`src/dsr_pkg.sv`:
```
// Constants shared by the dual supply reset generator
package dsr_pkg;
	localparam int unsigned CLK_HZ = 25_000_000;
	localparam int unsigned HOLD_TIME_MS = 180;
	localparam int unsigned MS_PER_S = 1000;
	// Hold time in clock cycles, rounded down (longest time, approximate by nature)
	localparam int unsigned HOLD_CYCLES_DEF = HOLD_TIME_MS * (CLK_HZ / MS_PER_S);
	localparam int unsigned CNT_W = 23;
	// Cycles the reset pin input is ignored after the device stops pulling it low
	localparam int unsigned BLANK_CYCLES = 4;
	localparam int unsigned BLANK_W = 3;
	localparam logic SYNC_RST = 1'b0;
endpackage

```
`src/dsr_hold_if.sv`:
```
// Carrier between the reset generator and one hold timer
`timescale 1ns/10ps
interface dsr_hold_if;
	logic hold;
	logic done;
	modport timer (input hold, output done);
	modport user (output hold, input done);
endinterface

```
`src/dsr_hold_timer.sv`:
```
// Hold period counter: done rises a fixed number of cycles after hold falls
`timescale 1ns/10ps
module dsr_hold_timer #(
	parameter int unsigned HOLD_CYCLES = dsr_pkg::HOLD_CYCLES_DEF
) (
	input wire logic i_clk, // System clock
	input wire logic i_rst, // Asynchronous reset, active high
	dsr_hold_if.timer hif // Hold request in, expiry out
);
	import dsr_pkg::*;

	typedef struct packed {
		logic [CNT_W-1:0] count;
		logic done;
	} dsr_timer_state_type;

	localparam logic [CNT_W-1:0] LAST = CNT_W'(HOLD_CYCLES - 1);

	dsr_timer_state_type st;
	dsr_timer_state_type next_st;

	always_comb begin
		next_st = st;
		if (hif.hold) begin
			// A new drop of the supply restarts the whole period
			next_st.count = '0;
			next_st.done = 1'b0;
		end else if (!st.done) begin
			next_st.count = st.count + CNT_W'(1);
			if (st.count == LAST) begin
				next_st.done = 1'b1;
			end
		end
	end

	always_ff @(posedge i_clk or posedge i_rst) begin
		if (i_rst) begin
			st <= '0;
		end else begin
			st <= next_st;
		end
	end

	assign hif.done = st.done;
endmodule

```
`src/dsr_reset_gen.sv`:
```
// Dual supply power-on reset generator with bidirectional main reset pin
`timescale 1ns/10ps
module dsr_reset_gen #(
	parameter int unsigned HOLD_CYCLES = dsr_pkg::HOLD_CYCLES_DEF
) (
	input wire logic I_CLK, // 25 MHz system clock
	input wire logic I_SYS_RST, // Asynchronous reset, active high
	input wire logic I_STANDBY_SUPPLY_GOOD, // Standby rail above threshold
	input wire logic I_MAIN_SUPPLY_GOOD, // Main rail above threshold
	input wire logic I_MAIN_RESET_N, // Level seen on the main reset pin
	output logic O_MAIN_RESET_N, // Level driven on the main reset pin
	output logic O_MAIN_RESET_OE, // High while the pin is pulled low
	output logic O_STANDBY_RESET_N, // Standby power-on reset, active low
	output logic O_EXT_RESET_REQ // Outside low seen on the main reset pin
);
	import dsr_pkg::*;

	// Depth of the synchronisers on the asynchronous inputs
	localparam int unsigned SYNC_STAGES = 2;
	localparam int unsigned SYNC_OUT = SYNC_STAGES - 1;

	localparam logic [BLANK_W-1:0] BLANK_LOAD = BLANK_W'(BLANK_CYCLES);
	localparam logic [BLANK_W-1:0] BLANK_STEP = BLANK_W'(1);
	localparam logic [BLANK_W-1:0] BLANK_DONE = '0;

	// The pin is open drain: the only level ever driven onto it is low
	localparam logic PIN_DRIVE_LEVEL = 1'h0;
	localparam logic RESET_ASSERTED = 1'h0;
	localparam logic RESET_RELEASED = 1'h1;
	localparam logic PIN_PULLED = 1'h1;
	localparam logic PIN_LEFT = 1'h0;
	localparam logic REQ_SEEN = 1'h1;
	localparam logic REQ_NONE = 1'h0;

	typedef struct packed {
		logic [SYNC_STAGES-1:0] stby_sync;
		logic [SYNC_STAGES-1:0] main_sync;
		logic [SYNC_STAGES-1:0] pin_sync;
		logic stby_reset_n;
		logic main_oe;
		logic main_level;
		logic [BLANK_W-1:0] blank;
		logic ext_req;
	} dsr_top_state_type;

	dsr_top_state_type st;
	dsr_top_state_type next_st;

	// Settled views of the asynchronous inputs
	logic stby_good;
	logic main_good;
	logic pin_high;

	// Main hold period has run out with nothing holding it back
	logic main_release;

	// Device has let go of the pin and the pin has had time to rise
	logic pin_listen;

	dsr_hold_if stby_hif ();
	dsr_hold_if main_hif ();

	// Comparator outputs and the reset pin are asynchronous, so only the last stage is read
	assign stby_good = st.stby_sync[SYNC_OUT];
	assign main_good = st.main_sync[SYNC_OUT];
	assign pin_high = st.pin_sync[SYNC_OUT];

	assign stby_hif.hold = !stby_good;

	// Main period cannot start until standby reset has been released
	assign main_hif.hold = !main_good || !st.stby_reset_n;

	assign main_release = main_hif.done && !main_hif.hold;

	assign pin_listen = !st.main_oe && (st.blank == BLANK_DONE);

	dsr_hold_timer #(
		.HOLD_CYCLES(HOLD_CYCLES)
	) u_stby_timer (
		.i_clk(I_CLK),
		.i_rst(I_SYS_RST),
		.hif(stby_hif)
	);

	dsr_hold_timer #(
		.HOLD_CYCLES(HOLD_CYCLES)
	) u_main_timer (
		.i_clk(I_CLK),
		.i_rst(I_SYS_RST),
		.hif(main_hif)
	);

	always_comb begin
		next_st = st;

		next_st.stby_sync = {st.stby_sync[0], I_STANDBY_SUPPLY_GOOD};
		next_st.main_sync = {st.main_sync[0], I_MAIN_SUPPLY_GOOD};
		next_st.pin_sync = {st.pin_sync[0], I_MAIN_RESET_N};

		// Reset drops at once on a bad supply; only the release waits for the hold
		if (!stby_good) begin
			next_st.stby_reset_n = RESET_ASSERTED;
		end else if (stby_hif.done) begin
			next_st.stby_reset_n = RESET_RELEASED;
		end else begin
			next_st.stby_reset_n = RESET_ASSERTED;
		end

		if (main_release) begin
			next_st.main_oe = PIN_LEFT;
		end else begin
			next_st.main_oe = PIN_PULLED;
		end

		next_st.main_level = PIN_DRIVE_LEVEL;

		// Our own low drains through the synchroniser after release; blank it
		if (st.main_oe) begin
			next_st.blank = BLANK_LOAD;
		end else if (st.blank != BLANK_DONE) begin
			next_st.blank = st.blank - BLANK_STEP;
		end

		// Only reported: feeding it back into the timers would latch our own low
		if (pin_listen && !pin_high) begin
			next_st.ext_req = REQ_SEEN;
		end else begin
			next_st.ext_req = REQ_NONE;
		end
	end

	always_ff @(posedge I_CLK or posedge I_SYS_RST) begin
		if (I_SYS_RST) begin
			st.stby_sync <= {SYNC_STAGES{SYNC_RST}};
			st.main_sync <= {SYNC_STAGES{SYNC_RST}};
			st.pin_sync <= {SYNC_STAGES{SYNC_RST}};
			st.stby_reset_n <= RESET_ASSERTED;
			st.main_oe <= PIN_PULLED;
			st.main_level <= PIN_DRIVE_LEVEL;
			st.blank <= BLANK_LOAD;
			st.ext_req <= REQ_NONE;
		end else begin
			st <= next_st;
		end
	end

	assign O_MAIN_RESET_N = st.main_level;
	assign O_MAIN_RESET_OE = st.main_oe;
	assign O_STANDBY_RESET_N = st.stby_reset_n;
	assign O_EXT_RESET_REQ = st.ext_req;
endmodule

```
`config.mk`:
```
export PLATFORM = sky130hd
export DESIGN_NAME = dsr_reset_gen
export DESIGN_NICKNAME = d
export VERILOG_FILES = /design/src/dsr_pkg.sv /design/src/dsr_hold_if.sv /design/src/dsr_hold_timer.sv /design/src/dsr_reset_gen.sv
export SDC_FILE = /design/constraint.sdc
export NUM_CORES = 1
export LEC_CHECK = 0
export ABC_AREA = 1
export BUFFER_PORTS_ARGS = -buffer_cell sky130_fd_sc_hd__buf_2
export CAP_MARGIN = 10
export CORE_ASPECT_RATIO = 0.6
export CORE_MARGIN = 4
export CORE_UTILIZATION = 35
export DETAILED_ROUTE_END_ITERATION = 10
export MAX_ROUTING_LAYER = met4
export PLACE_DENSITY_LB_ADDON = 0.05
export SETUP_SLACK_MARGIN = 0.3
export SLEW_MARGIN = 0
export SYNTH_ARGS = -nofsm -noshare
export SYNTH_HDL_FRONTEND = slang
export SYNTH_SLANG_ARGS = --single-unit
```
`constraint.sdc`:
```
create_clock -name I_CLK -period 1.8 [get_ports I_CLK]
set_input_delay 0 -clock I_CLK [delete_from_list [all_inputs] [get_ports I_CLK]]
set_output_delay 0 -clock I_CLK [all_outputs]
set_load 0.05 [all_outputs]
```
==> impl_metrics.toml <==
[outcome]
outcome = "finished, final reports clean"

[final_layout]
syn_to_final_growth_pct = 17.96
antenna-diode-count = 0
final_nets = 454
final_cell_mix = "nand2_1 (99), nor2_1 (81), dfrtp_1 (56)"
fillers = 864
layout-drive-gt1-share = 0.1250
final_common_cell = "nand2_1"
postLayoutCellArea_mm2 = 0.003747

[sta]
drv_slew = 0
hold_viol = 0
relSlewSlack = 0.5985
rsz0062_at_grt = "true"
timing.hold.ws_ns = 0.2883
timing.fmax_mhz = 705.5
min_period_over_period = 0.7875
tns_ns = 0
finalWorstPathRequiredPeriod_ns = 1.418
setup_violations = 0
skew_ns = 0.007289
worstMarginPinSlew_ns = 0.6022

[clocking]
cts_root_buf = "clkbuf_16"
numCtsBuffers = 9
cts.htree.levels = 3
cts_tree = "built"
clock_latency_ns = 0.33
clk_path_buf_depth = 2
cts.sinks = 60
postCtsSetupRepairBufs = 0
cts.clk_slew.worst_paths_ns = 0.05

[worst_setup_path]
cp.required_ns = 2.03
startpoint_type = "register"
reg2reg_slack_ns = 0.38
slowest_delay_ns = 0.72
path_class = "register to register"
critical_path.max_fanout = 15
worstSetupEndpointType = "register"
worstPathArrival_ns = 1.64
cp_slowest_cell = "dfrtp_1"
crit_chain = "buf_4, o21ai_0, a21oi_1"
reg2reg_to = "u_stby_timer.st[5]"
r2r_cells = 3
worstReg2RegStart = "st[12]"

[min_path]
hold_path.class = "primary input to async pin"

[drt]
drtPass1Iterations = 4
remaining_drc_errors = 0
initialDrtViolationCount = 246
vias_per_cell = 4.775
wl_um = 7851
wire_per_inst_um = 14.02
via_count = 2674
detail-route-antenna-nets = 0

[floorplanning]
initial_core_util = 0.3657
dieArea_mm2 = 0.01071
pin_count = 9
design.core.area_mm2 = 0.008686
fp.dieW_um = 131.0
num_rows = 26
die_h_um = 81.80

[yosys]
syn_inst = 424
ys_warn_count = 0
syn-num-nets = 435
yosysSeqAreaShare = 0.4734
syn_area_mm2 = 0.003177
yosys.cell_types.count = 29
synth-seq-cells = 60
synth.avg_cell_area_um2 = 7.492
synth_flop_cell = "dfrtp_1"
synth-edff-count = 0
async_flop_share = 1.000

[power_and_ir_drop]
p_int_mw = 2.711
power_frac_seq = 0.408
power_density_mw_per_mm2 = 900.3
switching_share = 0.1965
switching_power_mw = 0.6628
power_mw = 3.374
p_comb_frac = 0.021
vdd_drop_max_mv = 0.5261
clkPwrFrac = 0.571
power_leakage_nw = 1.515

[global_routing]
grt_max_degree = 61
antenna_found_initial = 0
grt_pass1_vias = 2394
overflow = 0
grt_pass1_wl_um = 13100
track_usage = 0.1700

[place]
dp_hpwl_um = 5779
gp_congestion = 0.8591
io_buffers = 7
placed_cell_area_mm2 = 0.003342

[run]
maxCapViolCount = 0
-- logic make-up (layout without fill, tap and decap cells) --
group,count (synthesis),after routing,share of synthesized area
AOI/OAI and AO/OA,59,59,0.09453
xor gates and xnor gates,1,1,0.002757
adders and majority gates,6,6,0.02363
buffers and inverters,45,69,0.06026
DFF,60,60,0.4734
other,1,1,0.001180
and+or+nand+nor,252,252,0.3442
-- routing by layer --
layer / GRT usage / vias up / part of all wire
met4: 0.05031 / 0 / 0.0037
met5: - / - / 0
met1: 0.2821 / 1229 / 0.61
li1: - / 1393 / -
met2: 0.1847 / 50 / 0.33
met3: 0.04678 / 2 / 0.054
-- worst max-delay path: cells and delay by family, from the launching register on --
family                 cells  cell delay (ns)
AOI/OAI and AO/OA          2             0.31
DFF                        1             0.72
buffers and inverters      1             0.29
-- power groups by stage --
stage               Clock, mW  Combinational (mW)  Sequential, mW
floorplan                   0              0.0492            1.39
global placement            0              0.0681            1.40
detailed placement          0              0.0682            1.40
CTS                      1.98              0.0750            1.37
global route             2.05              0.0850            1.38
finish                   1.93              0.0724            1.38
-- cells in the mapped netlist (all sizes together), types with 2 or more instances --
cell type  count  share of area
a21oi         33          0.052
dfrtp         58           0.46
buf            5          0.013
nand3b         3         0.0071
and2           3         0.0059
dfstp          2          0.017
nor3b          2         0.0047
inv           39          0.046
nand4          4         0.0079
nor3          11          0.019
nand3         24          0.038
ha             6          0.024
o21ai         24          0.038
nand2        107           0.13
nor2          97           0.13
-- per-stage QoR --
stage / setup slack (ns) / std cells / util
3_5_place_dp: 0.3498 / 540 / 0.3848
2_1_floorplan: 0.3186 / 424 / -
3_3_place_gp: 0.3395 / 540 / 0.3848
6_report: 0.3825 / 560 / 0.4314
4_1_cts: 0.3351 / 560 / 0.4283
5_1_grt: 0.2688 / 560 / 0.4314
-- final cells by class --
type                       instances  area [um^2]  area share
timing repair buffer              14        110.1     0.02938
sequential                        60         1506      0.4020
multi-input combinational        319         1506      0.4020
clock inverter                     3        67.56     0.01803
clock buffer                      13        270.3     0.07212
tap                              112        140.1     0.03740
inverter                          39        146.4     0.03907
-- what timing repair did --
| action | in CTS | in global routing |
|---|---|---|
| hold endpoints to repair | 61 | 0 |
| hold buffers | 4 | 0 |
| gates resized for setup | 0 | 10 |
| setup endpoints to repair | 0 | 22 |
-- worst max-delay path by stage --
stage,slack (ns),end,startpoint,cells past startpoint
floorplan,0.32,O_EXT_RESET_REQ,I_SYS_RST,1
global placement,0.34,u_main_timer.st[19],u_main_timer.st[2],8
detailed placement,0.35,u_main_timer.st[21],u_main_timer.st[2],8
CTS,0.34,u_main_timer.st[21],u_main_timer.st[2],8
global route,0.27,u_stby_timer.st[15],u_stby_timer.st[2],8
finish,0.38,u_stby_timer.st[5],st[12],3
-- state kept, by name, indices dropped and copies added (netlist names) --
| register | flops |
|---|---|
| u_stby_timer.hif.done | 1 |
| O_STANDBY_RESET_N | 1 |
| O_EXT_RESET_REQ | 1 |
| main_good | 1 |
| u_main_timer.st | 23 |
| O_MAIN_RESET_OE | 1 |
| u_stby_timer.st | 23 |
| pin_high | 1 |
| st | 4 |
| next_st | 3 |
| u_main_timer.hif.done | 1 |
Power figures use the tool's default switching activity.
